[src/hdl/dmcca_pkg.sv]
// Constants shared by the dual-unit capture/compare counter array.
// Assumes a single 20 MHz clock and an Avalon-MM register port with 32-bit data.
//
// What this block does
// RULE1 - Counter clocked from one of four sources.
// RULE2 - Select 01 is clock/2, 10 timer0 overflow.
// RULE3 - Select 00 is clock/6, 11 external pin.
// RULE4 - One shared 16-bit counter for both units.
// RULE5 - Idle-stop bit halts counter during idle.
// RULE6 - Counter advances only while run bit set.
// RULE7 - Rollover sets sticky overflow flag, software clears.
// RULE8 - Unit hit or capture sets its event flag.
// RULE9 - Unit flag interrupts only when enabled.
// RULE10 - All interrupt sources merge into one output.
// RULE11 - Falling/rising grab bits choose capture edges.
// RULE12 - Valid edge copies counter into grab registers.
// RULE13 - Comparator plus hit flag gives software timer.
// RULE14 - Counter equal compare sets flag if enabled.
// RULE15 - Comparison works only with comparator enabled; PWM mode compares without UM_CMP_EN.
// RULE16 - Toggle bit inverts unit pin on hit.
// RULE17 - Toggle, hit flag, comparator give high-speed output.
// RULE18 - Modulation bit selects 8-bit PWM mode.
// RULE19 - PWM low below duty; reload on wrap.
// RULE20 - Pins P1.2..P1.4 used; otherwise ordinary I/O.
// RULE21 - External inputs synchronised, edges by sample compare.
`default_nettype none

package dmcca_pkg;

  // ==========================================================================
  // Register byte offsets on the Avalon-MM port.
  localparam logic [5:0] OFF_MODE      = 6'h00;
  localparam logic [5:0] OFF_CTL       = 6'h04;
  localparam logic [5:0] OFF_CNT_LO    = 6'h08;
  localparam logic [5:0] OFF_CNT_HI    = 6'h0c;
  localparam logic [5:0] OFF_UMODE     = 6'h10;
  localparam logic [5:0] OFF_UMODE_STP = 6'h04;
  localparam logic [5:0] OFF_GRAB_LO   = 6'h18;
  localparam logic [5:0] OFF_GRAB_HI   = 6'h1c;
  localparam logic [5:0] OFF_GRAB_STP  = 6'h08;

  // ==========================================================================
  // Field positions in the array mode and control registers.
  localparam int MODE_IDLE_STOP = 7;
  localparam int MODE_SEL_HI    = 2;
  localparam int MODE_SEL_LO    = 1;
  localparam int MODE_OVF_EN    = 0;
  localparam int CTL_OVF_FLAG   = 7;
  localparam int CTL_RUN        = 6;

  // Field positions in each unit mode register.
  localparam int UM_CMP_EN  = 6;
  localparam int UM_RISE_EN = 5;
  localparam int UM_FALL_EN = 4;
  localparam int UM_HIT_EN  = 3;
  localparam int UM_FLIP    = 2;
  localparam int UM_MOD_EN  = 1;
  localparam int UM_IRQ_EN  = 0;
  localparam int UM_W       = 7;

  // ==========================================================================
  // Reset values and count-source codes.
  localparam logic [UM_W-1:0] UMODE_RST = 7'h00;
  localparam logic [15:0]     CNT_RST   = 16'h0000;
  localparam logic [15:0]     CNT_MAX   = 16'hffff;
  localparam logic [1:0] SRC_DIV6 = 2'h0;
  localparam logic [1:0] SRC_DIV2 = 2'h1;
  localparam logic [1:0] SRC_T0   = 2'h2;
  localparam logic [1:0] SRC_EXT  = 2'h3;

  // ==========================================================================
  // Prescaler: one counter serves both divide ratios.
  localparam int          DIV_SLOW = 6;
  localparam int          DIV_FAST = 2;
  localparam logic [2:0]  PRE_LAST = 3'(DIV_SLOW - 1);
  localparam int          NUM_UNITS = 2;

endpackage : dmcca_pkg

`default_nettype wire

[src/hdl/dmcca_unit_if.sv]
// Interface joining the array top to one capture/compare unit.
// Assumes both ends sit on the same clock.
`default_nettype none

interface dmcca_unit_if;
  logic [15:0] cnt;        // Shared counter value.
  logic        cnt_adv;    // Counter just advanced.
  logic        rise;       // Synchronised rising edge on unit pin.
  logic        fall;       // Synchronised falling edge on unit pin.
  logic [6:0]  mode;       // Unit mode register.
  logic        wr_lo;      // Software write to grab low byte.
  logic        wr_hi;      // Software write to grab high byte.
  logic [7:0]  wdata;      // Write data byte.
  logic [15:0] grab;       // Grab/compare registers.
  logic        evt;        // Hit or capture event pulse.
  logic        pin_out;    // Unit pin level.
  logic        pin_drive;  // Unit owns its pin.

  modport ctl  (output cnt, cnt_adv, rise, fall, mode, wr_lo, wr_hi, wdata,
                input  grab, evt, pin_out, pin_drive);
  modport unit (input  cnt, cnt_adv, rise, fall, mode, wr_lo, wr_hi, wdata,
                output grab, evt, pin_out, pin_drive);
endinterface : dmcca_unit_if

`default_nettype wire

[src/hdl/dmcca_sync.sv]
// Three-stage input synchroniser with edge pulses per bit.
// Assumes the inputs are asynchronous pins; outputs are on ref_clk_i.
`default_nettype none

module dmcca_sync
  import dmcca_pkg::*;
#(
  parameter int WIDTH = 3
) (
  // Clock and reset.
  input  wire logic             ref_clk_i,
  input  wire logic             rst_b_i,
  // Raw pins and filtered results.
  input  wire logic [WIDTH-1:0] pin_i,
  output logic      [WIDTH-1:0] rise_o,
  output logic      [WIDTH-1:0] fall_o
);

  logic [WIDTH-1:0] s1_q, s2_q, s3_q, lvl_q;

  // Agreement is judged bit by bit, so each pin filters on its own and a
  // change on one pin never masks or fakes an edge on another.
  wire [WIDTH-1:0] agree = ~(s2_q ^ s3_q);                         // see RULE21
  wire [WIDTH-1:0] lvl_d = (agree & s3_q) | (~agree & lvl_q);      // see RULE21

  // ==========================================================================
  // A change counts only when stages two and three agree, so a sample
  // caught mid-transition never produces a double edge.
  always_ff @(posedge ref_clk_i or negedge rst_b_i)
  begin
    if (!rst_b_i)
    begin
      s1_q   <= '0;
      s2_q   <= '0;
      s3_q   <= '0;
      lvl_q  <= '0;
      rise_o <= '0;
      fall_o <= '0;
    end
    else
    begin
      s1_q   <= pin_i;
      s2_q   <= s1_q;
      s3_q   <= s2_q;
      lvl_q  <= lvl_d;                                            // see RULE21
      rise_o <= agree & s3_q & ~lvl_q;                            // see RULE21
      fall_o <= agree & ~s3_q & lvl_q;                            // see RULE21
    end
  end

endmodule : dmcca_sync

`default_nettype wire

[src/hdl/dmcca_unit.sv]
// One capture/compare unit: capture, software timer, toggle output, PWM.
// Assumes the shared counter and synchronised edges come from the array top.
`default_nettype none

module dmcca_unit
  import dmcca_pkg::*;
(
  // Clock and reset.
  input  wire logic   ref_clk_i,
  input  wire logic   rst_b_i,
  // Link to the array top.
  dmcca_unit_if.unit  u
);

  logic [15:0] grab_q;
  logic        pin_q;

  // ==========================================================================
  // Event decode from the mode bits.
  wire cmp_hit = u.cnt_adv & u.mode[UM_CMP_EN] & ~u.mode[UM_MOD_EN]
                 & (u.cnt == grab_q);                             // see RULE13 see RULE15
  wire cap     = (u.rise & u.mode[UM_RISE_EN])
               | (u.fall & u.mode[UM_FALL_EN]);                   // see RULE11
  wire reload  = u.cnt_adv & u.mode[UM_MOD_EN] & (u.cnt[7:0] == 8'h00);
  // The duty byte in use during the wrap cycle is the fresh one, so the
  // first period after an update is already correct.
  wire [7:0] duty = reload ? grab_q[15:8] : grab_q[7:0];
  wire [7:0] lo_d = cap ? u.cnt[7:0] : u.wr_lo ? u.wdata
                  : reload ? grab_q[15:8] : grab_q[7:0];          // see RULE12 see RULE19
  wire [7:0] hi_d = cap ? u.cnt[15:8] : u.wr_hi ? u.wdata : grab_q[15:8];  // see RULE12
  wire pin_d = u.mode[UM_MOD_EN] ? (u.cnt[7:0] >= duty)           // see RULE18 see RULE19
             : (cmp_hit & u.mode[UM_FLIP]) ? ~pin_q : pin_q;      // see RULE16 see RULE17

  // ==========================================================================
  // Grab registers and output pin state. Capture beats a software write.
  always_ff @(posedge ref_clk_i or negedge rst_b_i)
  begin
    if (!rst_b_i)
    begin
      grab_q <= CNT_RST;
      pin_q  <= 1'b0;
    end
    else
    begin
      grab_q <= {hi_d, lo_d};
      pin_q  <= pin_d;
    end
  end

  // Outputs to the top.
  assign u.grab      = grab_q;
  assign u.pin_out   = pin_q;
  assign u.pin_drive = u.mode[UM_MOD_EN] | u.mode[UM_FLIP];
  assign u.evt       = cap | (cmp_hit & u.mode[UM_HIT_EN]);       // see RULE8 see RULE14

endmodule : dmcca_unit

`default_nettype wire

[src/hdl/dmcca_top.sv]
// Dual-unit capture/compare counter array with an Avalon-MM register port.
// Assumes pins P1.2..P1.4 arrive asynchronously and the timer 0 overflow
// pulse and idle level come from logic on ref_clk_i.
`default_nettype none

module dmcca_top
  import dmcca_pkg::*;
(
  // Clock and reset.
  input  wire logic        ref_clk_i,
  input  wire logic        rst_b_i,
  // Avalon-MM slave.
  input  wire logic [5:0]  avs_address_i,
  input  wire logic        avs_read_i,
  input  wire logic        avs_write_i,
  input  wire logic [31:0] avs_writedata_i,
  input  wire logic [3:0]  avs_byteenable_i,
  output logic      [31:0] avs_readdata_o,
  output logic             avs_waitrequest_o,
  // System events.
  input  wire logic        idle_i,
  input  wire logic        t0_ovf_i,
  output logic             irq_o,
  // Port bits 2..4: bit 0 here is P1.2, bit 1 P1.3, bit 2 P1.4.
  input  wire logic [2:0]  pin_i,
  output logic      [2:0]  pin_o,
  output logic      [2:0]  pin_oe_b_o,
  // Ordinary port logic used when the array leaves a pin alone.
  input  wire logic [2:0]  gpio_out_i,
  input  wire logic [2:0]  gpio_oe_b_i
);

  // ==========================================================================
  // Registers.
  logic            idle_stop_ctl_q, count_source_sel_hi_q, count_source_sel_lo_q;
  logic            overflow_irq_en_q, overflow_flag_q, run_ctl_q;
  logic [1:0]      unit_event_flag_q;
  logic [UM_W-1:0] unit_mode_q [NUM_UNITS];
  logic [15:0]     cnt_q;
  logic [2:0]      pre_q;
  logic            cnt_adv_q, ack_q, irq_q;
  logic [31:0]     rdata_q;
  logic [2:0]      rise, fall;
  logic [1:0]      u_evt, u_drive, u_pin, u_rd_hit;
  logic [7:0]      u_rd [NUM_UNITS];

  // ==========================================================================
  // Bus handshake: one wait state for every access. A write lands at the
  // edge where waitrequest is seen low; read data are loaded one edge earlier.
  wire        req    = avs_read_i | avs_write_i;
  wire        wr_ok  = avs_write_i & ack_q & avs_byteenable_i[0];
  wire [7:0]  wbyte  = avs_writedata_i[7:0];
  wire        wr_mode = wr_ok & (avs_address_i == OFF_MODE);
  wire        wr_ctl  = wr_ok & (avs_address_i == OFF_CTL);
  wire        wr_clo  = wr_ok & (avs_address_i == OFF_CNT_LO);
  wire        wr_chi  = wr_ok & (avs_address_i == OFF_CNT_HI);
  assign avs_waitrequest_o = req & ~ack_q;
  assign avs_readdata_o    = rdata_q;

  // ==========================================================================
  // Input synchronisers for the count pin and both unit pins.
  dmcca_sync #(.WIDTH(3)) u_sync (
    .ref_clk_i (ref_clk_i),
    .rst_b_i   (rst_b_i),
    .pin_i     (pin_i),                                          // see RULE21
    .rise_o    (rise),
    .fall_o    (fall)
  );

  // ==========================================================================
  // Count source selection. One free prescaler serves both ratios: its low
  // bit is high every second cycle, its last value every sixth.
  wire [1:0] src_sel  = {count_source_sel_hi_q, count_source_sel_lo_q};
  wire       tick_d6  = (pre_q == PRE_LAST);
  wire       tick_d2  = pre_q[0];
  wire       src_tick = (src_sel == SRC_DIV6) ? tick_d6          // see RULE3
                      : (src_sel == SRC_DIV2) ? tick_d2          // see RULE2
                      : (src_sel == SRC_T0)   ? t0_ovf_i         // see RULE2
                      : fall[0];                                 // see RULE1 see RULE3
  wire       counting = run_ctl_q & ~(idle_i & idle_stop_ctl_q);  // see RULE5 see RULE6
  wire       cnt_inc  = counting & src_tick;                      // see RULE1
  wire       ovf_set  = cnt_inc & (cnt_q == CNT_MAX);             // see RULE7
  wire [15:0] cnt_d   = wr_clo ? {cnt_q[15:8], wbyte}
                      : wr_chi ? {wbyte, cnt_q[7:0]}
                      : cnt_inc ? cnt_q + 16'h0001 : cnt_q;       // see RULE4

  // Prescaler and shared counter.
  always_ff @(posedge ref_clk_i or negedge rst_b_i)
  begin
    if (!rst_b_i)
    begin
      pre_q     <= 3'h0;
      cnt_q     <= CNT_RST;
      cnt_adv_q <= 1'b0;
    end
    else
    begin
      pre_q     <= tick_d6 ? 3'h0 : pre_q + 3'h1;
      cnt_q     <= cnt_d;
      cnt_adv_q <= cnt_inc;
    end
  end

  // ==========================================================================
  // Units. Each sees the same counter and its own pin edges.
  genvar gi;
  generate
    for (gi = 0; gi < NUM_UNITS; gi++)
    begin : g_unit
      dmcca_unit_if u_if ();
      localparam logic [5:0] A_MODE = 6'(OFF_UMODE + gi * OFF_UMODE_STP);
      localparam logic [5:0] A_LO   = 6'(OFF_GRAB_LO + gi * OFF_GRAB_STP);
      localparam logic [5:0] A_HI   = 6'(OFF_GRAB_HI + gi * OFF_GRAB_STP);
      wire sel_mode = (avs_address_i == A_MODE);
      wire sel_lo   = (avs_address_i == A_LO);
      wire sel_hi   = (avs_address_i == A_HI);
      assign u_if.cnt     = cnt_q;                                // see RULE4
      assign u_if.cnt_adv = cnt_adv_q;
      assign u_if.rise    = rise[gi+1];
      assign u_if.fall    = fall[gi+1];
      assign u_if.mode    = unit_mode_q[gi];
      assign u_if.wr_lo   = wr_ok & sel_lo;
      assign u_if.wr_hi   = wr_ok & sel_hi;
      assign u_if.wdata   = wbyte;
      assign u_evt[gi]    = u_if.evt;
      assign u_drive[gi]  = u_if.pin_drive;
      assign u_pin[gi]    = u_if.pin_out;
      assign u_rd_hit[gi] = sel_mode | sel_lo | sel_hi;
      assign u_rd[gi]     = sel_mode ? {1'b0, unit_mode_q[gi]}
                          : sel_lo ? u_if.grab[7:0]
                          : sel_hi ? u_if.grab[15:8] : 8'h00;
      // Unit pin goes to the port only while the unit owns it.
      assign pin_o[gi+1]      = u_if.pin_drive ? u_if.pin_out : gpio_out_i[gi+1];     // see RULE20
      assign pin_oe_b_o[gi+1] = u_if.pin_drive ? 1'b0 : gpio_oe_b_i[gi+1];           // see RULE20
      dmcca_unit u_unit (
        .ref_clk_i (ref_clk_i),
        .rst_b_i   (rst_b_i),
        .u         (u_if.unit)
      );
    end
  endgenerate

  // The count pin is input only for the array, so the port keeps driving it.
  assign pin_o[0]      = gpio_out_i[0];                          // see RULE20
  assign pin_oe_b_o[0] = gpio_oe_b_i[0];

  // ==========================================================================
  // Read mux: unmapped addresses read as zero.
  wire [7:0] rd_mode = {idle_stop_ctl_q, 4'h0, count_source_sel_hi_q,
                        count_source_sel_lo_q, overflow_irq_en_q};
  wire [7:0] rd_ctl  = {overflow_flag_q, run_ctl_q, 4'h0, unit_event_flag_q};
  wire [7:0] rd_byte = (avs_address_i == OFF_MODE)   ? rd_mode
                     : (avs_address_i == OFF_CTL)    ? rd_ctl
                     : (avs_address_i == OFF_CNT_LO) ? cnt_q[7:0]
                     : (avs_address_i == OFF_CNT_HI) ? cnt_q[15:8]
                     : (|u_rd_hit) ? (u_rd[0] | u_rd[1]) : 8'h00;

  // ==========================================================================
  // Flags: a hardware set in the same cycle as a software clear wins, so no
  // event is lost. Software writes a zero to clear.
  wire       ovf_flag_d = ovf_set | (wr_ctl ? wbyte[CTL_OVF_FLAG] : overflow_flag_q);  // see RULE7
  wire [1:0] uflag_d    = u_evt | (wr_ctl ? wbyte[1:0] : unit_event_flag_q);          // see RULE8
  wire [1:0] u_irq_en   = {unit_mode_q[1][UM_IRQ_EN], unit_mode_q[0][UM_IRQ_EN]};
  wire       irq_d      = (ovf_flag_d & overflow_irq_en_q)
                        | (|(uflag_d & u_irq_en));               // see RULE9 see RULE10

  // Control registers and bus answer.
  always_ff @(posedge ref_clk_i or negedge rst_b_i)
  begin
    if (!rst_b_i)
    begin
      idle_stop_ctl_q       <= 1'b0;
      count_source_sel_hi_q <= 1'b0;
      count_source_sel_lo_q <= 1'b0;
      overflow_irq_en_q     <= 1'b0;
      overflow_flag_q       <= 1'b0;
      run_ctl_q             <= 1'b0;
      unit_event_flag_q     <= 2'h0;
      unit_mode_q           <= '{default: UMODE_RST};
      ack_q                 <= 1'b0;
      rdata_q               <= 32'h0000_0000;
      irq_q                 <= 1'b0;
    end
    else
    begin
      if (wr_mode)
      begin
        idle_stop_ctl_q       <= wbyte[MODE_IDLE_STOP];
        count_source_sel_hi_q <= wbyte[MODE_SEL_HI];
        count_source_sel_lo_q <= wbyte[MODE_SEL_LO];
        overflow_irq_en_q     <= wbyte[MODE_OVF_EN];
      end
      if (wr_ctl)
        run_ctl_q <= wbyte[CTL_RUN];                              // see RULE6
      for (int i = 0; i < NUM_UNITS; i++)
        if (g_unit_sel(i))
          unit_mode_q[i] <= wbyte[UM_W-1:0];
      overflow_flag_q   <= ovf_flag_d;
      unit_event_flag_q <= uflag_d;
      ack_q             <= req & ~ack_q;
      if (avs_read_i & ~ack_q)
        rdata_q <= {24'h00_0000, rd_byte};
      irq_q <= irq_d;
    end
  end

  // Unit mode write decode, kept as a function to stay inside the process.
  function automatic logic g_unit_sel(input int idx);
    g_unit_sel = wr_ok & (avs_address_i == 6'(OFF_UMODE + idx * OFF_UMODE_STP));
  endfunction : g_unit_sel

  assign irq_o = irq_q;

  // ==========================================================================
  // Assertions.
  wire wr_cnt = wr_clo | wr_chi;

  property p_div6;
    @(posedge ref_clk_i) disable iff (!rst_b_i)
    (cnt_inc && src_sel == SRC_DIV6) |=> !cnt_inc [*5] ##1 (cnt_inc || !counting);
  endproperty
  a_div6: assert property (p_div6) else $error("clock/6 spacing wrong"); // see RULE3

  property p_div2;
    @(posedge ref_clk_i) disable iff (!rst_b_i)
    (cnt_inc && src_sel == SRC_DIV2 && counting) |=> !cnt_inc ##1 (cnt_inc || !counting);
  endproperty
  a_div2: assert property (p_div2) else $error("clock/2 spacing wrong"); // see RULE2

  property p_t0;
    @(posedge ref_clk_i) disable iff (!rst_b_i)
    (src_sel == SRC_T0 && counting && t0_ovf_i && !wr_cnt) |=> cnt_q == $past(cnt_q) + 16'h0001;
  endproperty
  a_t0: assert property (p_t0) else $error("timer0 overflow not counted"); // see RULE2

  property p_run;
    @(posedge ref_clk_i) disable iff (!rst_b_i)
    (!run_ctl_q && !wr_cnt) |=> $stable(cnt_q);
  endproperty
  a_run: assert property (p_run) else $error("counter moved while stopped"); // see RULE6

  property p_idle;
    @(posedge ref_clk_i) disable iff (!rst_b_i)
    (idle_i && idle_stop_ctl_q && !wr_cnt) |=> $stable(cnt_q);
  endproperty
  a_idle: assert property (p_idle) else $error("counter moved in idle"); // see RULE5

  property p_ovf;
    @(posedge ref_clk_i) disable iff (!rst_b_i)
    ovf_set |=> overflow_flag_q && cnt_q == CNT_RST ##1 (overflow_flag_q || $past(wr_ctl));
  endproperty
  a_ovf: assert property (p_ovf) else $error("overflow flag not set"); // see RULE7

  property p_irq;
    @(posedge ref_clk_i) disable iff (!rst_b_i)
    (overflow_flag_q && overflow_irq_en_q) || (unit_event_flag_q[0] && u_irq_en[0])
      |-> irq_o || $past(irq_d) == 1'b0 && irq_q == 1'b0 && irq_d;
  endproperty
  a_irq: assert property (p_irq) else $error("interrupt missing"); // see RULE10

  property p_cap0;
    @(posedge ref_clk_i) disable iff (!rst_b_i)
    (rise[1] && unit_mode_q[0][UM_RISE_EN]) |=> g_unit[0].u_if.grab == $past(cnt_q)
      && unit_event_flag_q[0];
  endproperty
  a_cap0: assert property (p_cap0) else $error("capture missed"); // see RULE12

  property p_flip0;
    @(posedge ref_clk_i) disable iff (!rst_b_i)
    (g_unit[0].u_unit.cmp_hit && unit_mode_q[0][UM_FLIP]) |=> u_pin[0] != $past(u_pin[0]);
  endproperty
  a_flip0: assert property (p_flip0) else $error("toggle missed"); // see RULE16

  property p_wait;
    @(posedge ref_clk_i) disable iff (!rst_b_i)
    (req && avs_waitrequest_o) |=> (req |-> !avs_waitrequest_o);
  endproperty
  a_wait: assert property (p_wait) else $error("wait longer than one cycle");

  c_ovf:  cover property (@(posedge ref_clk_i) disable iff (!rst_b_i) ovf_set);
  c_cap:  cover property (@(posedge ref_clk_i) disable iff (!rst_b_i) u_evt[1] && unit_mode_q[1][UM_FALL_EN]);
  c_pwm:  cover property (@(posedge ref_clk_i) disable iff (!rst_b_i) unit_mode_q[0][UM_MOD_EN] && $rose(u_pin[0]));
  c_irq:  cover property (@(posedge ref_clk_i) disable iff (!rst_b_i) $rose(irq_o));

endmodule : dmcca_top

`default_nettype wire

[config.mk]
export PLATFORM = sky130hd
export DESIGN_NAME = dmcca_top
export DESIGN_NICKNAME = d
export VERILOG_FILES = /design/src/hdl/dmcca_pkg.sv /design/src/hdl/dmcca_unit_if.sv /design/src/hdl/dmcca_sync.sv /design/src/hdl/dmcca_unit.sv /design/src/hdl/dmcca_top.sv
export SDC_FILE = /design/constraint.sdc
export NUM_CORES = 1
export LEC_CHECK = 0
export ABC_AREA = 0
export BUFFER_PORTS_ARGS = -buffer_cell sky130_fd_sc_hd__buf_2
export CORE_MARGIN = 4
export CORE_UTILIZATION = 50
export DETAILED_ROUTE_END_ITERATION = 16
export HOLD_SLACK_MARGIN = 0.06
export PLACE_DENSITY_LB_ADDON = 0.3
export SLEW_MARGIN = 30
export SYNTH_ARGS = -nofsm -noshare
export SYNTH_HDL_FRONTEND = slang
export SYNTH_SLANG_ARGS = --single-unit
[constraint.sdc]
create_clock -name ref_clk_i -period 2.9 [get_ports ref_clk_i]
set_input_delay 0.145 -clock ref_clk_i [delete_from_list [all_inputs] [get_ports ref_clk_i]]
set_output_delay 0.145 -clock ref_clk_i [all_outputs]
set_load 0.005 [all_outputs]
==> results of run 1 <==
registers in the layout (all words and copies together), names as in the netlist, 2 cells and up, named ones only:
| register | count |
|---|---|
| cnt_q | 16 |
| g_unit.u_unit.u.grab | 32 |
| u_sync.s1_q | 3 |
| g_unit.u_unit.u.pin_out | 2 |
| u_sync.s3_q | 3 |
| u_sync.fall_o | 3 |
| u_sync.s2_q | 3 |
| g_unit.u_if.mode | 14 |
| unit_event_flag_q | 2 |
| u_sync.rise_o | 2 |
| avs_readdata_o | 8 |
| pre_q | 3 |
worst max-delay path by stage:
stage,end,slack (ns),startpoint
after floorplan,g_unit[1].u_unit.u.pin_out$_DFFE_PN0P_,0.26,cnt_q[7]$_DFFE_PN0P_
after global placement,g_unit[0].u_unit.u.pin_out$_DFFE_PN0P_,0.19,cnt_q[3]$_DFFE_PN0P_
after detailed placement,g_unit[1].u_unit.u.pin_out$_DFFE_PN0P_,0.09,cnt_q[3]$_DFFE_PN0P_
after CTS,g_unit[1].u_unit.u.pin_out$_DFFE_PN0P_,0.09,cnt_q[3]$_DFFE_PN0P_
after global routing,g_unit[1].u_unit.u.pin_out$_DFFE_PN0P_,0.004,cnt_q[3]$_DFFE_PN0P_
final,g_unit[0].u_unit.u.pin_out$_DFFE_PN0P_,0.16,cnt_q[3]$_DFFE_PN0P_
placed cells by master, fill, tap and decap left out, drive strengths merged, types with 21 or more instances in the layout:
cell type / netlist / final
a21oi: 30 / 30
ha: 23 / 23
mux2i: 43 / 43
nor2: 25 / 25
o21ai: 61 / 61
dfrtp: 103 / 103
conb: 1 / 24
xor2: 21 / 21
buf: 44 / 69
nand2: 80 / 80
mux2: 32 / 32
per-layer routing:
layer	vias up	GRT usage, %
li1	2356	-
met3	53	6.48
met5	-	0
met2	291	38.5
met1	2501	33.7
met4	0	10.4
stage by stage:
step	std cells	power (µW)	instance area, µm²	hold slack (ns)	setup slack [ns]
after floorplan	676	2840	6510	-0.151	0.264
after global placement	850	3260	6780	0.252	0.187
after detailed placement	850	3320	6780	0.254	0.0932
after CTS	871	4600	7130	0.0706	0.0908
after global routing	871	4870	7140	0.0981	0.00396
final	871	4610	7140	0.0888	0.157
repair_timing:
item | in CTS | in global routing
endpoints found under the setup margin | 0 | 2
resized for setup | 0 | 3
endpoints found under the hold margin | 65 | 0
hold buffers | 5 | 0
cell type report:
cell class                 count  area share (%)
sequential                   103            36.1
inverter                      14           0.736
tap                          172            3.01
clock buffer                   9            3.16
multi-input combinational    492            49.1
timing repair buffer          74            6.73
clock inverter                 7            1.12
power by group through the flow:
stage	sequential [µW]	clock, µW	combinational [µW]
final	1900	1280	1430
after global routing	1930	1350	1590
after floorplan	1870	0	974
after CTS	1890	1300	1410
after global placement	1900	0	1350
after detailed placement	1920	0	1400
cell families (layout without fill, tap and decap cells):
kind of cell / after synthesis / count (layout)
AND/OR/NAND/NOR: 181 / 181
AO/OA/AOI/OAI: 141 / 141
flip-flops: 103 / 103
multiplexers: 83 / 83
buffers and inverters: 81 / 104
XOR/XNOR: 40 / 40
adder cells (fa/ha/maj): 23 / 23
other: 1 / 24
worst reg2reg max path, cell delays in order (launching register included):
cell and delay (ns):
dfrtp_1 0.40, nor4b_2 0.28, and4_2 0.29, nand2_2 0.11, buf_4 0.20, mux2i_1 0.14
ha_1 0.29, nand2_1 0.04, o21ai_0 0.20, a31oi_1 0.11, o21ai_0 0.36, a21oi_1 0.13
mux2i_1 0.13
==> qor.csv, run 1 <==
stage,metric,value,unit
status,status,"complete, no violations",
timing,slew_headroom,45.3,%
grt,grt_max_degree,63,
worst_setup_path,cp_cell_sequence,nor4b_2 -> and4_2 -> nand2_2 -> buf_4 -> mux2i_1 -> ha_1 -> nand2_1 -> o21ai_0 -> a31oi_1 -> o21ai_0 -> a21oi_1 -> mux2i_1,
timing,fin_setup_tns,0,ns
clock_network,cts_sinks,103,
timing,period_share,94.6,%
layout,multi_input_area,3510,µm²
logic_synthesis,yosysSeqAreaShare,40.1,%
detailed_routing,drt_wl_total,17600,µm
floorplanning,num_rows,41,
worst_setup_path,cp_max_fo,5,
layout,fillers,1118,
logic_synthesis,synth_edf_count,0,
logic_synthesis,muxShareOfSynthArea,15.1,%
layout,nNetsFinal,774,
layout,syn_to_final_growth,11.1,%
worst_setup_path,start_kind,flop,
detailed_routing,dr.pass1.iters,7,
power,power.share.sequential,41.2,%
clock_network,cts_tree,yes,
worst_setup_path,reg2regPathDepth,12,
worst_setup_path,r2r_slack,0.16,ns
power,vdd_drop_max,0.000430,V
power,power_frac_clock,27.8,%
timing,final_hold_viol_count,0,
logic_synthesis,synthTopCellsByArea,"dfrtp_1 40%, mux2i_1 6.7%, mux2_2 5.3%",
min_path,hold_class,primary input to flop,
logic_synthesis,ys.flop_type,dfrtp_1,
floorplanning,start_util,50.9,%
logic_synthesis,syn_inst,653,
clock_network,root_buffer,clkbuf_16,
worst_setup_path,cp.required,3.19,ns
timing,layout_min_cycle_time,2.74,ns
logic_synthesis,synth_warnings,0,
floorplanning,core_region_area,12600,µm²
timing,finalSetupViolations,0,
layout,seqCellArea,2580,µm²
grt,grt_pass1_vias,5184,
power,p_per_area,646,nW/µm²
clock_network,post_cts_buffers,0,
timing,tightest_slew,0.821,ns
worst_setup_path,timing.rr.end,g_unit[0].u_unit.u.pin_out$_DFFE_PN0P_,
logic_synthesis,synth_compound_area_share,13.4,%
power,pwr-share-comb,31.0,%
power,p_sw_share,35.3,%
worst_setup_path,worstPathArrival,3.03,ns
clock_network,cts_htree_levels,3,
detailed_routing,wl_met3,1800,µm
logic_synthesis,synth_xor_xnor_area_share,5.45,%
clock_network,insertion_delay,0.36,ns
floorplanning,io-pin-count,97,
detailed_routing,viasPerCell,5.97,
layout,drive_gt1_share,20.0,%
logic_synthesis,yosys.area.top_type,dfrtp_1,
timing,worst_clock_skew,0.00425,ns
place,portBuffers,41,
min_path,min_to,ack_q$_DFF_PN0_,
place,routabilityCongestion,1.00,
layout,antenna_cells,0,
power,p_leak,0.00336,µW
detailed_routing,drtIter0Drc,523,
grt,grt_pass1_wl,28100,µm
clock_network,cts.clk_slew.worst_paths,0.07,ns
power,p_sw,1620,µW
logic_synthesis,synth_commonest_cells,"103 x dfrtp_1, 77 x nand2_1, 43 x mux2i_1",
detailed_routing,antenna_left,0,
job,cap_violations,0,
grt,antenna_found_initial,0,
power,p_int,2980,µW
worst_setup_path,worst_path_largest_cell_delay,0.40,ns
logic_synthesis,ys_ff_latch,103,
floorplanning,die_h,121,µm
logic_synthesis,synth_cell_types,59,
floorplanning,fp.dieArea,14700,µm²
logic_synthesis,yosysMostFrequentCell,dfrtp_1,
place,dpl.hpwl,12800,µm
detailed_routing,wl_met1,7120,µm
worst_setup_path,path_delay_family,compound AO/OA/AOI/OAI gates,
detailed_routing,top_layer_used,met4,
logic_synthesis,synth_adder_area_share,4.48,%
detailed_routing,wl_per_cell,20.2,µm
timing,rsz0062_at_grt,false,
worst_setup_path,slowest_stage,dfrtp_1,
worst_setup_path,r2r_start,cnt_q[3]$_DFFE_PN0P_,
worst_setup_path,path_depth,12,
grt,track_usage,25.1,%
clock_network,cts_made_buffers,9,
logic_synthesis,syn_avg_cell_area,9.84,µm²
worst_setup_path,critPathBufInv,1,
worst_setup_path,path_class,flop to flop,
grt,gr-total-overflow,0,
logic_synthesis,syn-cell-area,6420,µm²
min_path,hold_depth,3,
layout,final_util,56.6,%
floorplanning,die_w,121,µm
detailed_routing,vias,5201,
logic_synthesis,synthSimpleGateAreaFrac,14.6,%
clock_network,cts_buffer_depth,2,
logic_synthesis,synth_top_family_by_area,multiplexers,
logic_synthesis,synth_async_sr_flop_share,100,%
timing,finalMaxSlewViolations,0,
min_path,min_from,avs_write_i,
detailed_routing,post-route-drc-count,0,
detailed_routing,wl_met2,8020,µm
timing,max_freq,365,MHz
logic_synthesis,synth_top_cell_area_share,40.1,%
worst_setup_path,endpoint_kind,flop,
Note: power is estimated with default switching activity, not from simulation.
==> run 2: changes to the inputs <==
Clock period 2.9 ns to 3 ns, I/O delays scaled along.
==> run 2 against run 1 <==
  * Die area unchanged
  * Fmax about the same
  * Sequential power decreased by 4%
  * Non-clock buffer count unchanged
  * First-iteration DRC count increased by 11%
  * Core utilization increased by 0.30 points
  * Clock power increased by 7%
  * Critical path type unchanged
  * Critical endpoint unchanged
  * Highest routed layer unchanged
==> qor.csv, run 2 (same netlist as run 1, synthesis figures left out) <==
stage,metric,value,unit,change
clock_network,cts_made_buffers,9,,unchanged
detailed_routing,dr.pass1.iters,5,,-2
power,pwr-share-comb,29.9,%,-1.1 points
power,power.share.sequential,40.0,%,-1.2 points
layout,drive_gt1_share,19.9,%,-0.14 points
power,p_per_area,638,nW/µm²,-1.2%
timing,worst_clock_skew,0.00887,ns,+0.00462 ns
place,dp_cells,851,,+0.12%
detailed_routing,wl_per_cell,20.9,µm,+3.3%
floorplanning,num_rows,41,,unchanged
worst_setup_path,cp_cell_sequence,nor4b_1 -> and4_1 -> nand2_2 -> mux2_2 -> ha_1 -> nor2b_1 -> o21ai_0 -> a31oi_1 -> o21ai_0 -> a21oi_1 -> mux2i_1,,
grt,grt_max_degree,60,,-4.8%
timing,finalMaxSlewViolations,0,,unchanged
detailed_routing,drt_wl_total,18200,µm,+3.3%
layout,final_common_cell,dfrtp_1,,
floorplanning,die_w,121,µm,unchanged
worst_setup_path,endpoint_kind,flop,,
clock_network,cts.clk_slew.worst_paths,0.07,ns,about the same
power,p_int,3060,µW,+2.6%
layout,multi_input_area,3510,µm²,about the same
place,portBuffers,41,,unchanged
worst_setup_path,cp_max_fo,5,,unchanged
clock_network,cts_resized,0,,unchanged
power,p_leak,0.00339,µW,+0.66%
detailed_routing,vias,5152,,-0.94%
layout,mostFrequentLayoutCells,"103 x dfrtp_1, 77 x nand2_1, 43 x mux2i_1, 40 x buf_2, 31 x o21ai_1",,
detailed_routing,antenna_left,0,,unchanged
floorplanning,fp.dieArea,14700,µm²,unchanged
grt,antenna_found_initial,0,,unchanged
worst_setup_path,path_class,flop to flop,,
worst_setup_path,start_kind,flop,,
grt,gr-total-overflow,0,,unchanged
detailed_routing,viasPerCell,5.92,,-0.94%
clock_network,cts_buffer_depth,2,,unchanged
timing,final_hold_viol_count,0,,unchanged
detailed_routing,post-route-drc-count,0,,unchanged
clock_network,cts_tree,yes,,
job,cap_violations,0,,unchanged
floorplanning,io-pin-count,97,,unchanged
min_path,hold_class,primary input to flop,,
timing,period_share,91.5,%,-3.1 points
grt,track_usage,25.3,%,+0.27 points
worst_setup_path,critPathBufInv,0,,-1
timing,rsz0062_at_grt,false,,
status,status,"complete, no violations",,
timing,fin_setup_tns,0,ns,unchanged
floorplanning,start_util,50.9,%,unchanged
detailed_routing,drtIter0Drc,583,,+11%
place,dpl.hpwl,13200,µm,+2.9%
clock_network,insertion_delay,0.36,ns,about the same
layout,syn_to_final_growth,11.7,%,
layout,seqCellArea,2580,µm²,unchanged
floorplanning,core_region_area,12600,µm²,unchanged
power,p_sw,1520,µW,-6.7%
clock_network,root_buffer,clkbuf_16,,
worst_setup_path,slowest_stage,dfrtp_1,,
clock_network,cts_htree_levels,3,,unchanged
timing,tightest_slew,0.806,ns,-0.0155 ns
timing,finalSetupViolations,0,,unchanged
worst_setup_path,worst_path_largest_cell_delay,0.38,ns,-0.02 ns
layout,nNetsFinal,774,,unchanged
timing,max_freq,364,MHz,about the same
power,vdd_drop_max,0.000281,V,-35%
power,power_frac_clock,30.0,%,+2.2 points
power,p_sw_share,33.1,%,-2.1 points
layout,antenna_cells,0,,unchanged
layout,layout.cells.non_filler,871,,unchanged
clock_network,cts_sinks,103,,unchanged
place,routabilityCongestion,0.926,,-7.7%
worst_setup_path,crit_top_cell,o21ai_0,,
layout,final_util,56.9,%,+0.30 points
floorplanning,die_h,121,µm,unchanged
layout,largest_reg_flops,32,,unchanged
layout,fillers,1141,,+2.1%
timing,slew_headroom,46.3,%,+1.0 points
worst_setup_path,path_delay_family,simple AND/OR/NAND/NOR gates,,
grt,grt_pass1_wl,28200,µm,+0.27%
worst_setup_path,cp.required,3.23,ns,+0.04 ns
worst_setup_path,worstPathArrival,2.97,ns,-0.06 ns
timing,layout_min_cycle_time,2.74,ns,+0.00110 ns
grt,grt_pass1_vias,4940,,-4.7%
[run 2: final timing paths]
path	start	end	slack [ns]	depth (start not counted)
worst min-delay path	avs_read_i	ack_q$_DFF_PN0_	0.09	3
worst max register to register	cnt_q[3]$_DFFE_PN0P_	g_unit[0].u_unit.u.pin_out$_DFFE_PN0P_	0.26	11
worst min register to register	u_sync.s1_q[2]$_DFF_PN0_	u_sync.s2_q[2]$_DFF_PN0_	0.36	0
max in group asynchronous	rst_b_i	u_sync.rise_o[1]$_DFF_PN0_	1.90	3
min in group asynchronous	rst_b_i	pre_q[1]$_DFF_PN0_	0.36	2
worst max-delay path	cnt_q[3]$_DFFE_PN0P_	g_unit[0].u_unit.u.pin_out$_DFFE_PN0P_	0.26	11
[run 2: metal layers]
layer | global-route usage (%) | share of wire [%] | up-vias
met1 | 35.4 | 43 | 2519
met3 | 4.62 | 7.5 | 46
li1 | - | - | 2354
met5 | 0 | 0 | -
met2 | 39.6 | 47 | 233
met4 | 9.10 | 3.1 | 0
[run 2: repair_timing]
item                      CTS  global route
hold endpoints to repair   47             0
hold buffers                4             0
setup buffers               0             0
[run 2: area by class of cell]
class / instances / area share [%]
tap: 172 / 3.00
sequential: 103 / 35.9
multi-input combinational: 492 / 48.9
timing repair buffer: 74 / 6.66
inverter: 14 / 0.732
clock inverter: 5 / 1.45
clock buffer: 11 / 3.38
[run 2: power by group through the flow]
stage	sequential (µW)	clock [µW]	combinational [µW]
after global placement	1840	0	1320
final	1830	1370	1370
after global routing	1860	1450	1520
after floorplan	1800	0	941
after detailed placement	1850	0	1350
after CTS	1830	1390	1360
[run 2: per-stage QoR]
stage	instance area [µm²]	setup slack, ns	hold WS [ns]	power (µW)
2_1_floorplan	6510	0.364	-0.146	2740
3_3_place_gp	6780	0.221	0.194	3160
3_5_place_dp	6790	0.272	0.211	3200
4_1_cts	7180	0.236	0.0808	4580
5_1_grt	7180	0.0459	0.116	4830
6_report	7180	0.256	0.0897	4580
[run 2: worst register-to-register path, cell delays in order (launching register included)]
cell	delay (ns)
dfrtp_1	0.38
nor4b_1	0.28
and4_1	0.30
nand2_2	0.15
mux2_2	0.33
ha_1	0.27
nor2b_1	0.15
o21ai_0	0.14
a31oi_1	0.17
o21ai_0	0.16
a21oi_1	0.20
mux2i_1	0.09
==> run 3: changes to the inputs <==
Settings changed: CORE_MARGIN 4 to 2, PLACE_DENSITY set to 0.69, PLACE_DENSITY_LB_ADDON 0.3 to unset.
==> run 3 against run 2 <==
  * Critical path depth did not move
  * Largest power group unchanged
  * Worst setup slack got worse by 0.17 ns
  * Cell area shrank 1.3%
  * Routed wire length down 3.0%
  * Largest cell class unchanged
  * Highest routed layer unchanged
==> qor.csv, run 3 (same netlist as run 1, synthesis figures left out) <==
stage,metric,value,unit,change
status,status,"complete, no violations",,
detailed_routing,wl_per_cell,20.4,µm,-2.5%
min_path,hold_class,primary input to flop,,
layout,final_common_cell,dfrtp_1,,
timing,finalSetupViolations,0,,unchanged
power,p_leak,0.00334,µW,-1.4%
timing,finalMaxSlewViolations,0,,unchanged
worst_setup_path,crit_top_cell,o21ai_0,,
timing,rsz0062_at_grt,false,,
worst_setup_path,critPathBufInv,0,,unchanged
worst_setup_path,start_kind,flop,,
clock_network,cts_buffer_depth,2,,unchanged
detailed_routing,vias,5177,,+0.49%
grt,grt_max_degree,87,,+45%
layout,drive_gt1_share,19.2,%,-0.72 points
clock_network,root_buffer,clkbuf_16,,
worst_setup_path,worstPathArrival,3.18,ns,+0.21 ns
floorplanning,num_rows,41,,unchanged
layout,antenna_cells,0,,unchanged
detailed_routing,dr.pass1.iters,5,,unchanged
clock_network,post_cts_buffers,0,,unchanged
worst_setup_path,r2r_slack,0.08,ns,-0.17 ns
clock_network,postCtsHoldBufs,4,,unchanged
clock_network,insertion_delay,0.36,ns,about the same
layout,seqCellArea,2580,µm²,unchanged
place,portBuffers,41,,unchanged
clock_network,cts.clk_slew.worst_paths,0.07,ns,about the same
layout,nNetsFinal,770,,-0.52%
worst_setup_path,cp.required,3.26,ns,+0.03 ns
grt,grt_pass1_vias,5103,,+3.3%
clock_network,cts_made_buffers,9,,unchanged
floorplanning,core_region_area,12600,µm²,-0.41%
timing,tightest_slew,0.885,ns,+0.0794 ns
power,power,4410,µW,-3.6%
detailed_routing,drt_wl_total,17700,µm,-3.0%
worst_setup_path,path_delay_family,simple AND/OR/NAND/NOR gates,,
layout,syn_to_final_growth,10.3,%,
detailed_routing,post-route-drc-count,0,,unchanged
detailed_routing,viasPerCell,5.98,,+1.1%
timing,fin_setup_tns,0,ns,unchanged
clock_network,cts_sinks,103,,unchanged
worst_setup_path,cp_max_fo,3,,-2
layout,multi_input_area,3500,µm²,-0.18%
timing,slew_headroom,40.8,%,-5.5 points
layout,largest_reg_flops,32,,unchanged
floorplanning,io-pin-count,97,,unchanged
clock_network,cts_resized,0,,unchanged
floorplanning,start_util,51.1,%,+0.21 points
timing,period_share,97.2,%,+5.7 points
place,dpl.hpwl,12700,µm,-3.7%
worst_setup_path,slowest_stage,nor4b_1,,
job,cap_violations,0,,unchanged
clock_network,cts_tree,yes,,
timing,worst_clock_skew,0.00814,ns,-0.000737 ns
worst_setup_path,worst_path_largest_cell_delay,0.46,ns,+0.08 ns
grt,gr-total-overflow,0,,unchanged
floorplanning,die_w,117,µm,-3.3%
floorplanning,die_h,117,µm,-3.3%
worst_setup_path,cp_cell_sequence,nor4b_1 -> and4_1 -> nand2_2 -> mux2_1 -> ha_1 -> nor2b_1 -> o21ai_0 -> a31oi_1 -> o21ai_0 -> a21oi_1 -> a211oi_1,,
grt,antenna_found_initial,1,,+1
grt,grt_pass1_wl,28000,µm,-0.91%
power,p_per_area,623,nW/µm²,-2.3%
detailed_routing,drtIter0Drc,520,,-11%
worst_setup_path,path_class,flop to flop,,
floorplanning,fp.dieArea,13800,µm²,-6.5%
grt,track_usage,26.3,%,+0.97 points
clock_network,cts_htree_levels,3,,unchanged
power,vdd_drop_max,0.000307,V,+9.2%
worst_setup_path,endpoint_kind,flop,,
timing,layout_min_cycle_time,2.92,ns,+0.171 ns
timing,max_freq,343,MHz,-5.9%
timing,final_hold_viol_count,0,,unchanged
place,routabilityCongestion,0.954,,+3.0%
layout,fillers,1092,,-4.3%
layout,mostFrequentLayoutCells,"103 x dfrtp_1, 77 x nand2_1, 43 x mux2i_1, 40 x buf_2, 31 x o21ai_1",,
detailed_routing,antenna_left,0,,unchanged
run 3: cell type report:
| cell class | count | share of cell area [%] |
|---|---|---|
| clock buffers | 12 | 3.62 |
| inverters | 14 | 0.742 |
| multi-input cells | 492 | 49.4 |
| flip-flops and latches | 103 | 36.4 |
| clock inverters | 3 | 0.601 |
| repair buffers | 70 | 6.20 |
| well taps | 172 | 3.04 |
run 3: metrics by stage:
stage	instances	utilization, %	hold slack (ns)	cell area [µm²]	worst slack [ns]
global route	866	56.4	0.0941	7080	0.0253
floorplan	676	-	-0.146	6510	0.364
global placement	847	53.6	0.259	6740	0.298
detailed placement	847	53.7	0.260	6740	0.198
finish	866	56.4	0.0835	7080	0.0845
CTS	866	56.4	0.0829	7080	0.207
run 3: worst register-to-register path, cell delays in order, from the launching register on:
cell and delay (ns):
dfrtp_1 0.39, nor4b_1 0.46, and4_1 0.33, nand2_2 0.11
mux2_1 0.36, ha_1 0.29, nor2b_1 0.04, o21ai_0 0.17
a31oi_1 0.11, o21ai_0 0.22, a21oi_1 0.12, a211oi_1 0.24
run 3: path summary, 6_finish.rpt:
path,startpoint,end,cells past startpoint
hold reg to reg,u_sync.s1_q[0]$_DFF_PN0_,u_sync.s2_q[0]$_DFF_PN0_,0
hold / removal,avs_read_i,ack_q$_DFF_PN0_,3
setup / recovery,cnt_q[3]$_DFFE_PN0P_,g_unit[1].u_unit.u.pin_out$_DFFE_PN0P_,11
max in group asynchronous,rst_b_i,u_sync.fall_o[2]$_DFF_PN0_,3
setup reg to reg,cnt_q[3]$_DFFE_PN0P_,g_unit[1].u_unit.u.pin_out$_DFFE_PN0P_,11
min in group asynchronous,rst_b_i,avs_readdata_o[2]$_DFFE_PN0P_,2
run 3: layer usage:
layer	vias up	global-route usage [%]	wire length, µm
met2	257	40.8	8130
met4	0	18.3	1090
met5	-	0	0
met1	2507	33.3	6950
li1	2341	-	-
met3	72	5.01	1510
run 3: power by group:
| part | internal (µW) | switching [µW] | total (µW) |
|---|---|---|---|
| registers | 1610 | 252 | 1860 |
| clock network | 687 | 520 | 1210 |
| logic | 607 | 742 | 1350 |
| total | 2900 | 1510 | 4410 |
